==> config.mk <==
export PLATFORM = sky130hd
export DESIGN_NAME = sdp_debug_port
export DESIGN_NICKNAME = d
export VERILOG_FILES = /design/src/inc/sdp_pkg.sv /design/src/hw/sdp_debug_port.sv
export SDC_FILE = /design/constraint.sdc
export NUM_CORES = 1
export LEC_CHECK = 0
export ABC_AREA = 0
export BUFFER_PORTS_ARGS = -buffer_cell sky130_fd_sc_hd__buf_2
export CORE_MARGIN = 10
export CORE_UTILIZATION = 36
export CTS_CLUSTER_SIZE = 25
export DETAILED_ROUTE_END_ITERATION = 10
export PLACE_DENSITY_LB_ADDON = 0.05
export SLEW_MARGIN = 20
export SYNTH_ARGS = -nofsm -noshare
export SYNTH_HDL_FRONTEND = slang
export SYNTH_SLANG_ARGS = --single-unit
==> constraint.sdc <==
create_clock -name i_clk_sys -period 4.3 [get_ports i_clk_sys]
set_input_delay 0 -clock i_clk_sys [delete_from_list [all_inputs] [get_ports i_clk_sys]]
set_output_delay 0 -clock i_clk_sys [all_outputs]
set_load 0.05 [all_outputs]
==> src/inc/sdp_pkg.sv <==
// Constants and types shared by the single wire debug port
package sdp_pkg;
   //----------------------------------------
   // Clocking
   //----------------------------------------
   localparam int CLK_SYS_MHZ = 100; // System clock rate
   localparam logic [3:0] BIT_CLK_DIV = 4'h2; // System cycles per debug_bit_clock tick
   //----------------------------------------
   // Serial bit timing, in debug_bit_clock cycles; REJECT_DELAY in system cycles
   //----------------------------------------
   localparam logic [4:0] BIT_NOMINAL = 5'h10; // Nominal bit time, 16
   localparam logic [4:0] RX_SAMPLE = 5'h0A; // Receive sample point, 10
   localparam logic [4:0] TX_ONE_PULSE = 5'h07; // Speed-up pulse for a one, 7
   localparam logic [4:0] TX_ZERO_LOW = 5'h0D; // Low time for a zero, 13
   localparam logic [4:0] BIT_END = 5'h0F; // Last tick of a bit time
   localparam logic [9:0] IDLE_TIMEOUT = 10'h200; // Link timeout, 512
   localparam logic [7:0] STEAL_WAIT = 8'h80; // Wait for free cycle, 128
   localparam logic [3:0] REJECT_DELAY = 4'h8; // Hold before resuming, refused entry
   //----------------------------------------
   // Command format
   //----------------------------------------
   localparam logic [4:0] OPCODE_BITS = 5'h08; // Opcode length
   localparam logic [4:0] WORD_BITS = 5'h10; // Address and data length
   localparam logic [7:0] OP_BACKGROUND = 8'h90; // Enter debug state
   localparam int OP_HW_HI = 7; // Bits 7:6 = 11 mark a memory command
   localparam int OP_HW_LO = 6;
   localparam int OP_READ_BIT = 5; // 1 = read
   localparam int OP_WORD_BIT = 3; // 1 = word
   localparam int OP_DBG_BIT = 2; // 1 = debug space mapped
   //----------------------------------------
   // Debug space map
   //----------------------------------------
   localparam logic [7:0] DBG_PAGE = 8'hFF; // $FF00-$FFFF
   localparam logic [15:0] DBG_STATUS_ADDR = 16'hFF01; // Status register
   localparam int STAT_ENABLE_BIT = 7; // firmware_enable_bit
   localparam int STAT_ACTIVE_BIT = 6; // Debug state active
   //----------------------------------------
   // Protocol states
   //----------------------------------------
   typedef enum logic [2:0] {
      SDP_OPCODE,
      SDP_ADDR,
      SDP_WDATA,
      SDP_EXEC,
      SDP_TX
   } sdp_state_e;
endpackage

==> src/hw/sdp_debug_port.sv <==
// Single wire debug port: serial engine, memory commands and debug state control
//----------------------------------------
// What this block does
// RQ1: Memory commands run beside the CPU, using free bus cycles or stealing one.
// RQ2: Firmware commands pass on only while the debug state is active.
// RQ3: One two-way serial pin carries all traffic with the host.
// RQ4: Host enables firmware by debug-space byte write to the status register at $FF01.
// RQ5: Entering debug state maps registers and ROM over $FF00-$FFFF.
// RQ6: Entry comes from background command, tag hit, or enter-debug instruction.
// RQ7: Entry refused when firmware disabled; CPU resumes after a short hold.
// RQ8: Background entry waits for instruction boundary; tag entry precedes tagged instruction.
// RQ9: Special single-chip mode leaves reset with debug enabled and active.
// RQ10: Debug registers at $FF00-$FF06 only while active, debug logic only.
// RQ11: Peripherals with suspend control halt while active, resume afterwards.
// RQ12: Host starts every bit time with a falling edge.
// RQ13: MSB first, nominal 16 debug clocks per bit, pseudo open drain.
// RQ14: 512 debug clocks without host edge clear the command.
// RQ15: Bit start seen 0-1 cycle after edge; sample ten cycles later.
// RQ16: Device never drives the pin while receiving.
// RQ17: Host holds pin low at least two cycles when reading.
// RQ18: Returning a one drives a brief high pulse seven cycles after start.
// RQ19: Returning a zero drives low 13 cycles then briefly high.
// RQ20: Host samples returned bits about ten cycles after start.
// RQ21: No free cycle within 128 debug clocks freezes CPU to steal one.
// RQ22: Commands are 8-bit opcode, then 16-bit address and/or data; reads return 16.
// RQ23: Host waits 150 debug clocks before next command or read data.
// RQ24: Pin input is synchronised before falling edges are detected.
// RQ25: Received bits shift in; opcode decoded after eight bits.
//----------------------------------------
module sdp_debug_port
   import sdp_pkg::*;
(
   input wire logic i_clk_sys, // System clock
   input wire logic i_rst_n, // Synchronous reset, active low
   input wire logic i_pin, // debug_serial_pin level
   output logic o_pin_out, // debug_serial_pin drive value
   output logic o_pin_oe, // debug_serial_pin drive enable
   input wire logic i_special_single_chip, // Mode strap
   input wire logic i_bus_free, // CPU leaves this bus cycle free
   input wire logic i_mem_ack, // Memory access done
   input wire logic [15:0] i_mem_rdata, // Memory read data
   output logic o_mem_req, // Memory access request
   output logic o_mem_we, // Access is a write
   output logic o_mem_byte, // Access is a byte
   output logic o_mem_dbg_space, // Debug registers and ROM mapped
   output logic [15:0] o_mem_addr, // Access address
   output logic [15:0] o_mem_wdata, // Write data
   output logic o_cpu_freeze, // Freeze CPU to steal a cycle
   input wire logic i_insn_boundary, // CPU at instruction boundary
   input wire logic i_tag_hit, // Tagged instruction about to execute
   input wire logic i_enter_debug_insn, // enter_debug_instruction executed
   input wire logic i_fw_exit, // Firmware returns to user program
   output logic o_debug_active, // background_debug_state active
   output logic o_map_debug, // Debug registers and ROM in map
   output logic o_periph_suspend, // Suspend-enabled peripherals halt
   output logic o_cpu_hold, // CPU held during refused entry
   output logic o_fw_cmd_valid, // Firmware command pulse
   output logic [7:0] o_fw_cmd // Firmware command opcode
);
   //----------------------------------------
   // Opcode decoding
   //----------------------------------------
   function automatic logic is_mem_cmd(input logic [7:0] op);
      return op[OP_HW_HI] & op[OP_HW_LO];
   endfunction

   //----------------------------------------
   // Pin synchroniser and debug_bit_clock divider
   //----------------------------------------
   logic pin_meta;
   logic pin_sync;
   logic pin_prev;
   logic [3:0] div_cnt;
   logic tick;
   logic fall;
   logic strap_done;

   // Two flops, then edge history
   always_ff @(posedge i_clk_sys) begin
      if (!i_rst_n) begin
         pin_meta <= 1'b1;
         pin_sync <= 1'b1;
         pin_prev <= 1'b1;
         div_cnt <= 4'h0;
         tick <= 1'b0;
      end else begin
         pin_meta <= i_pin;
         pin_sync <= pin_meta; // RQ24
         pin_prev <= pin_sync;
         div_cnt <= (div_cnt == BIT_CLK_DIV - 4'h1) ? 4'h0 : div_cnt + 4'h1;
         tick <= (div_cnt == BIT_CLK_DIV - 4'h1);
      end
   end

   assign fall = pin_prev & ~pin_sync; // RQ12 RQ24

   //----------------------------------------
   // Serial engine and memory commands
   //----------------------------------------
   sdp_state_e state, next_state;
   logic bit_active, next_bit_active;
   logic [4:0] bit_cnt, next_bit_cnt;
   logic [4:0] nbits, next_nbits;
   logic [15:0] shreg, next_shreg;
   logic [7:0] opcode, next_opcode;
   logic [9:0] idle_cnt, next_idle_cnt;
   logic [7:0] steal_cnt, next_steal_cnt;
   logic fw_enable, next_fw_enable;
   logic bg_request, next_bg_request;
   logic next_pin_out, next_pin_oe;
   logic next_mem_req, next_mem_we, next_mem_byte, next_mem_dbg;
   logic [15:0] next_mem_addr, next_mem_wdata;
   logic next_freeze;
   logic next_fw_valid;
   logic [7:0] next_fw_cmd;
   logic tx_bit;
   logic status_write;
   logic active;

   assign tx_bit = shreg[15]; // RQ13
   assign status_write = is_mem_cmd(opcode) & ~opcode[OP_READ_BIT] & opcode[OP_DBG_BIT]
                         & ~opcode[OP_WORD_BIT] & (o_mem_addr == DBG_STATUS_ADDR);

   // Next values of the serial and command state
   always_comb begin
      next_state = state;
      next_bit_active = bit_active;
      next_bit_cnt = bit_cnt;
      next_nbits = nbits;
      next_shreg = shreg;
      next_opcode = opcode;
      next_idle_cnt = idle_cnt;
      next_steal_cnt = steal_cnt;
      next_fw_enable = fw_enable;
      next_bg_request = bg_request;
      next_pin_out = 1'b0;
      next_pin_oe = 1'b0;
      next_mem_req = o_mem_req;
      next_mem_we = o_mem_we;
      next_mem_byte = o_mem_byte;
      next_mem_dbg = o_mem_dbg_space;
      next_mem_addr = o_mem_addr;
      next_mem_wdata = o_mem_wdata;
      next_freeze = o_cpu_freeze;
      next_fw_valid = 1'b0;
      next_fw_cmd = o_fw_cmd;
      // Background request consumed at instruction boundary; a new one decoded below wins
      if (bg_request && i_insn_boundary) begin
         next_bg_request = 1'b0; // RQ8
      end
      // Bit timing from perceived start
      if (fall && state != SDP_EXEC) begin
         next_bit_active = 1'b1; // RQ15
         next_bit_cnt = 5'h00;
         next_idle_cnt = 10'h000;
      end else if (tick) begin
         if (bit_active) begin
            next_bit_cnt = bit_cnt + 5'h01;
         end
         if (idle_cnt != IDLE_TIMEOUT) begin
            next_idle_cnt = idle_cnt + 10'h001;
         end
      end
      // Receive: sample ten ticks into the bit
      if (tick && bit_active && state != SDP_TX && state != SDP_EXEC && bit_cnt == RX_SAMPLE) begin
         next_bit_active = 1'b0;
         next_shreg = {shreg[14:0], pin_sync}; // RQ15 RQ25
         next_nbits = nbits + 5'h01;
         if (state == SDP_OPCODE && nbits == OPCODE_BITS - 5'h01) begin
            next_nbits = 5'h00; // RQ25
            next_opcode = {shreg[6:0], pin_sync};
            if ({shreg[6:0], pin_sync} == OP_BACKGROUND) begin
               next_bg_request = 1'b1; // RQ6
            end else if (is_mem_cmd({shreg[6:0], pin_sync})) begin
               next_state = SDP_ADDR; // RQ22
            end else if (active) begin
               next_fw_valid = 1'b1; // RQ2
               next_fw_cmd = {shreg[6:0], pin_sync};
            end
         end else if (state != SDP_OPCODE && nbits == WORD_BITS - 5'h01) begin
            next_nbits = 5'h00;
            if (state == SDP_ADDR) begin
               next_mem_addr = {shreg[14:0], pin_sync};
               next_state = opcode[OP_READ_BIT] ? SDP_EXEC : SDP_WDATA;
            end else begin
               next_mem_wdata = {shreg[14:0], pin_sync};
               next_state = SDP_EXEC;
            end
            next_mem_we = ~opcode[OP_READ_BIT];
            next_mem_byte = ~opcode[OP_WORD_BIT];
            next_mem_dbg = opcode[OP_DBG_BIT];
            next_steal_cnt = 8'h00;
         end
      end
      // Transmit: drive pin, shift at end of bit
      if (state == SDP_TX && bit_active) begin
         if (tx_bit) begin
            next_pin_oe = (bit_cnt == TX_ONE_PULSE); // RQ18
            next_pin_out = 1'b1;
         end else begin
            next_pin_oe = (bit_cnt <= TX_ZERO_LOW); // RQ19
            next_pin_out = (bit_cnt == TX_ZERO_LOW);
         end
         if (tick && bit_cnt == BIT_END) begin
            next_bit_active = 1'b0;
            next_pin_oe = 1'b0;
            next_shreg = {shreg[14:0], 1'b0}; // RQ13
            next_nbits = nbits + 5'h01;
            if (nbits == WORD_BITS - 5'h01) begin
               next_nbits = 5'h00;
               next_state = SDP_OPCODE;
            end
         end
      end
      // Execute: wait for free cycle, steal after timeout
      if (state == SDP_EXEC) begin
         next_bit_active = 1'b0;
         if (status_write) begin
            next_fw_enable = o_mem_wdata[STAT_ENABLE_BIT]; // RQ4
            next_state = SDP_OPCODE;
         end else if (opcode[OP_READ_BIT] && opcode[OP_DBG_BIT]
                      && o_mem_addr == DBG_STATUS_ADDR) begin
            next_shreg = {8'h00, fw_enable, active, 6'h00}; // RQ10
            next_state = SDP_TX;
         end else if (o_mem_req && i_mem_ack) begin
            next_mem_req = 1'b0;
            next_freeze = 1'b0;
            next_mem_dbg = 1'b0;
            next_shreg = i_mem_rdata;
            next_state = opcode[OP_READ_BIT] ? SDP_TX : SDP_OPCODE;
         end else begin
            next_mem_req = i_bus_free | o_cpu_freeze; // RQ1
            if (tick && steal_cnt != STEAL_WAIT) begin
               next_steal_cnt = steal_cnt + 8'h01;
            end
            if (steal_cnt == STEAL_WAIT) begin
               next_freeze = 1'b1; // RQ21
            end
         end
      end
      // Link timeout clears the command
      if (tick && idle_cnt == IDLE_TIMEOUT - 10'h001 && state != SDP_EXEC && !fall) begin
         next_state = SDP_OPCODE; // RQ14
         next_nbits = 5'h00;
         next_shreg = 16'h0000;
         next_opcode = 8'h00;
         next_bit_active = 1'b0;
         next_pin_oe = 1'b0;
      end
      // Strap: enabled out of reset in special single-chip mode
      if (!strap_done && i_special_single_chip) begin
         next_fw_enable = 1'b1; // RQ9
      end
   end

   // Register the serial and command state
   always_ff @(posedge i_clk_sys) begin
      if (!i_rst_n) begin
         state <= SDP_OPCODE;
         bit_active <= 1'b0;
         bit_cnt <= 5'h00;
         nbits <= 5'h00;
         shreg <= 16'h0000;
         opcode <= 8'h00;
         idle_cnt <= 10'h000;
         steal_cnt <= 8'h00;
         fw_enable <= 1'b0;
         bg_request <= 1'b0;
         o_pin_out <= 1'b0;
         o_pin_oe <= 1'b0;
         o_mem_req <= 1'b0;
         o_mem_we <= 1'b0;
         o_mem_byte <= 1'b0;
         o_mem_dbg_space <= 1'b0;
         o_mem_addr <= 16'h0000;
         o_mem_wdata <= 16'h0000;
         o_cpu_freeze <= 1'b0;
         o_fw_cmd_valid <= 1'b0;
         o_fw_cmd <= 8'h00;
      end else begin
         state <= next_state;
         bit_active <= next_bit_active;
         bit_cnt <= next_bit_cnt;
         nbits <= next_nbits;
         shreg <= next_shreg;
         opcode <= next_opcode;
         idle_cnt <= next_idle_cnt;
         steal_cnt <= next_steal_cnt;
         fw_enable <= next_fw_enable;
         bg_request <= next_bg_request;
         o_pin_out <= next_pin_out; // RQ3
         o_pin_oe <= next_pin_oe; // RQ16
         o_mem_req <= next_mem_req;
         o_mem_we <= next_mem_we;
         o_mem_byte <= next_mem_byte;
         o_mem_dbg_space <= next_mem_dbg;
         o_mem_addr <= next_mem_addr;
         o_mem_wdata <= next_mem_wdata;
         o_cpu_freeze <= next_freeze;
         o_fw_cmd_valid <= next_fw_valid;
         o_fw_cmd <= next_fw_cmd;
      end
   end

   //----------------------------------------
   // Debug state activation
   //----------------------------------------
   logic next_active;
   logic next_strap_done;
   logic [3:0] hold_cnt, next_hold_cnt;
   logic entry_req;

   assign active = o_debug_active;
   assign entry_req = (bg_request & i_insn_boundary) | i_tag_hit | i_enter_debug_insn; // RQ6 RQ8

   // Next activation state
   always_comb begin
      next_active = active;
      next_strap_done = 1'b1;
      next_hold_cnt = hold_cnt;
      if (!strap_done && i_special_single_chip) begin
         next_active = 1'b1; // RQ9
      end else if (active && i_fw_exit) begin
         next_active = 1'b0; // RQ11
      end else if (entry_req && !active && hold_cnt == 4'h0) begin
         if (fw_enable) begin
            next_active = 1'b1; // RQ5
         end else begin
            next_hold_cnt = REJECT_DELAY; // RQ7
         end
      end else if (hold_cnt != 4'h0) begin
         next_hold_cnt = hold_cnt - 4'h1;
      end
   end

   // Register activation state
   always_ff @(posedge i_clk_sys) begin
      if (!i_rst_n) begin
         strap_done <= 1'b0;
         hold_cnt <= 4'h0;
         o_debug_active <= 1'b0;
         o_map_debug <= 1'b0;
         o_periph_suspend <= 1'b0;
         o_cpu_hold <= 1'b0;
      end else begin
         strap_done <= next_strap_done;
         hold_cnt <= next_hold_cnt;
         o_debug_active <= next_active;
         o_map_debug <= next_active; // RQ5 RQ10
         o_periph_suspend <= next_active; // RQ11
         o_cpu_hold <= (next_hold_cnt != 4'h0); // RQ7
      end
   end

   //----------------------------------------
   // Checks
   //----------------------------------------
   property p_no_drive_rx;
      @(posedge i_clk_sys) disable iff (!i_rst_n)
      (state != SDP_TX && $past(state) != SDP_TX) |-> !o_pin_oe;
   endproperty
   a_no_drive_rx: assert property (p_no_drive_rx) else $error("pin driven while receiving"); // RQ16

   property p_sample;
      @(posedge i_clk_sys) disable iff (!i_rst_n)
      (tick && bit_active && bit_cnt == RX_SAMPLE && state == SDP_ADDR)
      |=> (shreg[0] == $past(pin_sync)) && !bit_active;
   endproperty
   a_sample: assert property (p_sample) else $error("receive sample wrong"); // RQ15

   property p_zero_low;
      @(posedge i_clk_sys) disable iff (!i_rst_n)
      (state == SDP_TX && bit_active && !tx_bit && bit_cnt < TX_ZERO_LOW)
      |=> (o_pin_oe && !o_pin_out);
   endproperty
   a_zero_low: assert property (p_zero_low) else $error("zero not held low"); // RQ19

   property p_one_pulse;
      @(posedge i_clk_sys) disable iff (!i_rst_n)
      (state == SDP_TX && bit_active && tx_bit && bit_cnt != TX_ONE_PULSE) |=> !o_pin_oe;
   endproperty
   a_one_pulse: assert property (p_one_pulse) else $error("one driven outside pulse"); // RQ18

   property p_timeout;
      @(posedge i_clk_sys) disable iff (!i_rst_n)
      (tick && idle_cnt == IDLE_TIMEOUT - 10'h001 && state != SDP_EXEC && !fall)
      |=> (state == SDP_OPCODE && nbits == 5'h00 && shreg == 16'h0000);
   endproperty
   a_timeout: assert property (p_timeout) else $error("timeout did not clear"); // RQ14

   property p_steal;
      @(posedge i_clk_sys) disable iff (!i_rst_n)
      (state == SDP_EXEC && steal_cnt == STEAL_WAIT && !i_mem_ack && !status_write
       && !opcode[OP_READ_BIT]) |=> o_cpu_freeze;
   endproperty
   a_steal: assert property (p_steal) else $error("no cycle steal after wait"); // RQ21

   property p_freeze_exec;
      @(posedge i_clk_sys) disable iff (!i_rst_n)
      o_cpu_freeze |-> (state == SDP_EXEC && steal_cnt == STEAL_WAIT);
   endproperty
   a_freeze_exec: assert property (p_freeze_exec) else $error("freeze outside command"); // RQ1

   property p_fw_active;
      @(posedge i_clk_sys) disable iff (!i_rst_n)
      o_fw_cmd_valid |-> $past(o_debug_active);
   endproperty
   a_fw_active: assert property (p_fw_active) else $error("firmware command while inactive"); // RQ2

   property p_activate;
      @(posedge i_clk_sys) disable iff (!i_rst_n)
      (i_enter_debug_insn && fw_enable && !o_debug_active && hold_cnt == 4'h0 && strap_done)
      |=> (o_debug_active && o_map_debug && o_periph_suspend);
   endproperty
   a_activate: assert property (p_activate) else $error("debug state not entered"); // RQ6

   property p_reject;
      @(posedge i_clk_sys) disable iff (!i_rst_n)
      (entry_req && !fw_enable && !o_debug_active && hold_cnt == 4'h0 && strap_done)
      |=> (o_cpu_hold && !o_debug_active) [*8] ##1 !o_cpu_hold;
   endproperty
   a_reject: assert property (p_reject) else $error("refused entry hold wrong"); // RQ7
endmodule

==> impl_metrics.ini <==
[synthesis]
ys_async_sr_fraction_pct = 0
synth_warnings = 0
synth_flop_cell = dfxtp_1
ys_seq_area_share_pct = 43.9
syn_area_um2 = 5380
synthAdderAreaFrac_pct = 2.79
ys_types = 72
syn_area_per_cell_um2 = 9.50
synth_mux_area_share_pct = 12.1
synth_top_family_by_area = simple AND/OR/NAND/NOR gates
synth_compound_area_share_pct = 12.3
synth-simple-area-share_pct = 21.4
synth_edf_count = 0
synth-xor-area-share_pct = 2.12
synthCells = 566
syn_nets = 604
synth-seq-cells = 118

[placed_design]
hpwl_um = 9640
port_buffers = 77
post-place-ws_ns = 1.72
routabilityCongestion = 0.806

[critical_path]
cp.arrival_ns = 2.93
crit_path_max_fanout = 14
cpMostUsedCell = ha_1
reg2reg_depth = 9
worstReg2RegEnd = shreg[5]
crit_path_start_kind = flip-flop
crit_type = reg2reg
reg2reg_from = bit_cnt[0]
reg2reg_slack_ns = 1.66
critPathMaxStageDelay_ns = 0.68
cp-end-kind = flip-flop
worstPathRequired_ns = 4.59
path_cells = ha_1 -> and3_1 -> ha_1 -> nand2_1 -> nor4_1 -> a21oi_2 -> mux2i_1 -> a2bb2oi_1 -> nor2_1
slowest_stage = nor4_1

[floorplan]
io_pins = 78
start_util_pct = 36.9
die-width_um = 142
row_count = 44
core-area_um2 = 14600
die_h_um = 142
dieArea_um2 = 20200

[hold_path]
hp-class = in2reg
holdPathEnd = shreg[6]
min_path_cells = 3
holdCritStartpoint = i_mem_rdata[6]

[drt]
met2_length_um = 6650
dr.pass1.iters = 4
wl_met1_um = 6580
drc = 0
first_iter_violations = 204
finalWirelength_um = 13900
wl_met3_um = 533
viasPerCell = 4.99
ant_nets = 0
highest_layer = met4
avgRoutedWirePerCell_um = 16.2
via_count = 4269

[global_route]
grt_overflow = 0
antenna_found_initial = 0
grt_max_degree = 60
grt_pass1_vias = 4318
grt_pass1_wl_um = 23000
grt_use_total_pct = 14.2

[pwr]
cellPowerDensity_nw_per_um2 = 439
peakVddDrop_v = 0.000280
p_leak_nw = 2.72

[clock_network]
htreeDepth = 4
cts-resized-gates = 0
cts-root-buf = clkbuf_16
cts.sinks = 118
cts_buffers = 17
clk_pin_slew_ns = 0.05
insertion_delay_ns = 0.41
post-cts-setup-buffer-count = 0
cts-hold-fix-buffers = 21
tritoncts = built
cts_buffer_depth = 2

[job]
drv_cap = 0

[sta]
finClkSkew_ns = 0.0102
max_freq_mhz = 379
fin_tns_setup_ns = 0
period_needed_ns = 2.64
setup_violations = 0
drv_slew = 0
worstMarginPinSlew_ns = 1.03
rsz0062_at_grt = false
slew_headroom_pct = 31.3
fin_ws_ns = 1.66
hold_viol = 0
fin_crit_sh_pct = 61.4

[final_layout]
n_fill_cell = 1427
layout.nets = 698
syn_to_final_growth_pct = 23.6
drive_gt1_share_pct = 21.8
diodes = 0

[run_status]
outcome = completed
-- worst max-delay path by stage --
stage / start / to / slack (ns)
6_report: bit_cnt[0] / shreg[5] / 1.66
5_1_grt: bit_cnt[0] / shreg[8] / 1.47
4_1_cts: bit_cnt[0] / shreg[5] / 1.68
3_5_place_dp: bit_cnt[0] / shreg[5] / 1.72
3_3_place_gp: bit_cnt[0] / shreg[15] / 1.82
2_1_floorplan: o_mem_addr[8] / shreg[10] / 1.98
-- layout make-up --
type,count,area (µm²),area share [%]
Clock inverter,8,146,2.20
Tap cell,184,230,3.46
Timing Repair Buffer,101,618,9.29
Clock buffer,22,484,7.28
Sequential cell,118,2360,35.5
Multi-Input combinational cell,404,2730,41.1
Inverter,18,75.1,1.13
-- kinds of logic (layout without fill, tap and decap cells) --
kind of cell | Yosys count | in the layout
adders and majority gates | 12 | 12
AOI/OAI and AO/OA | 82 | 82
muxes | 65 | 65
buffers and inverters | 44 | 149
DFF | 118 | 118
and+or+nand+nor | 232 | 232
xor gates and xnor gates | 13 | 13
-- cell usage in the layout (no fill, tap or decap), types with 3 or more instances in the layout --
cell	count
dfxtp_1	118
nor2_1	109
buf_2	77
mux2i_1	64
nand2_1	34
dlygate4sd3_1	21
a21oi_1	18
inv_1	17
clkbuf_16	17
nand3_1	16
o21ai_0	12
ha_1	12
a211oi_1	11
xor2_1	9
nor3_1	8
nand2b_1	8
or3_1	8
nor4_1	7
nand4_1	7
a2bb2oi_2	7
a2bb2oi_1	6
a31oi_1	4
xnor2_1	4
bufinv_16	4
clkbuf_8	4
and3_1	3
nor4bb_1	3
or2_2	3
buf_4	3
-- routing by layer --
metal	track usage (%)	vias to the layer above
met2	22.9	74
met4	4.36	0
li1	-	2164
met1	17.6	2022
met5	0	-
met3	4.47	9
-- through the flow --
stage               cell area [µm²]  hold WS, ns  power [mW]  cells  utilization [%]
floorplan                      5380       0.0277        1.35    566                -
global placement               5810        0.180        1.40    804             39.8
detailed placement             5810        0.187        1.41    804             39.8
CTS                            6650       0.0177        2.95    855             45.6
global route                   6650       0.0107        3.04    855             45.6
finish                         6650       0.0295        2.92    855             45.6
-- report_power, final --
group	total (mW)	internal, mW	switching (mW)	leakage, nW
clock network	1.52	1.02	0.492	0.308
logic	0.248	0.0968	0.151	1.46
registers	1.15	1.13	0.0287	0.953
-- sequential cells by signal (all words and copies together), names as in the netlist, 3 cells and up --
signal	cells
o_mem_addr	16
o_mem_wdata	16
shreg	16
idle_cnt	10
o_fw_cmd	8
steal_cnt	8
bit_cnt	5
nbits	5
opcode	5
div_cnt	4
hold_cnt	4
state	3
-- worst max-delay path: cells and delay by family (launching register included) --
| family | cells | cell delay (ns) |
|---|---|---|
| AOI/OAI and AO/OA | 2 | 0.54 |
| adders and majority gates | 2 | 0.34 |
| DFF | 1 | 0.41 |
| and+or+nand+nor | 4 | 0.98 |
| muxes | 1 | 0.26 |
-- cells in the mapped netlist, types with 3 or more instances --
cell,count,area (µm²)
nor3_1,8,40.0
and3_1,3,18.8
clkbuf_1,9,33.8
xor2_1,9,78.8
a31oi_1,4,25.0
a2bb2oi_1,6,52.6
nand2b_1,8,50.1
ha_1,12,150
nor4_1,7,43.8
nand2_1,34,128
or3_1,8,50.1
inv_1,17,63.8
a2bb2oi_2,7,105
nor4bb_1,3,30.0
dfxtp_1,118,2360
o21ai_0,12,60.1
buf_2,3,15.0
or2_2,3,18.8
nand3_1,16,80.1
nand4_1,7,43.8
a21oi_1,18,90.1
buf_6,8,90.1
nor2_1,109,409
a211oi_1,11,82.6
mux2i_1,64,641
xnor2_1,4,35.0
No activity file was read; power rests on OpenSTA's default activity.
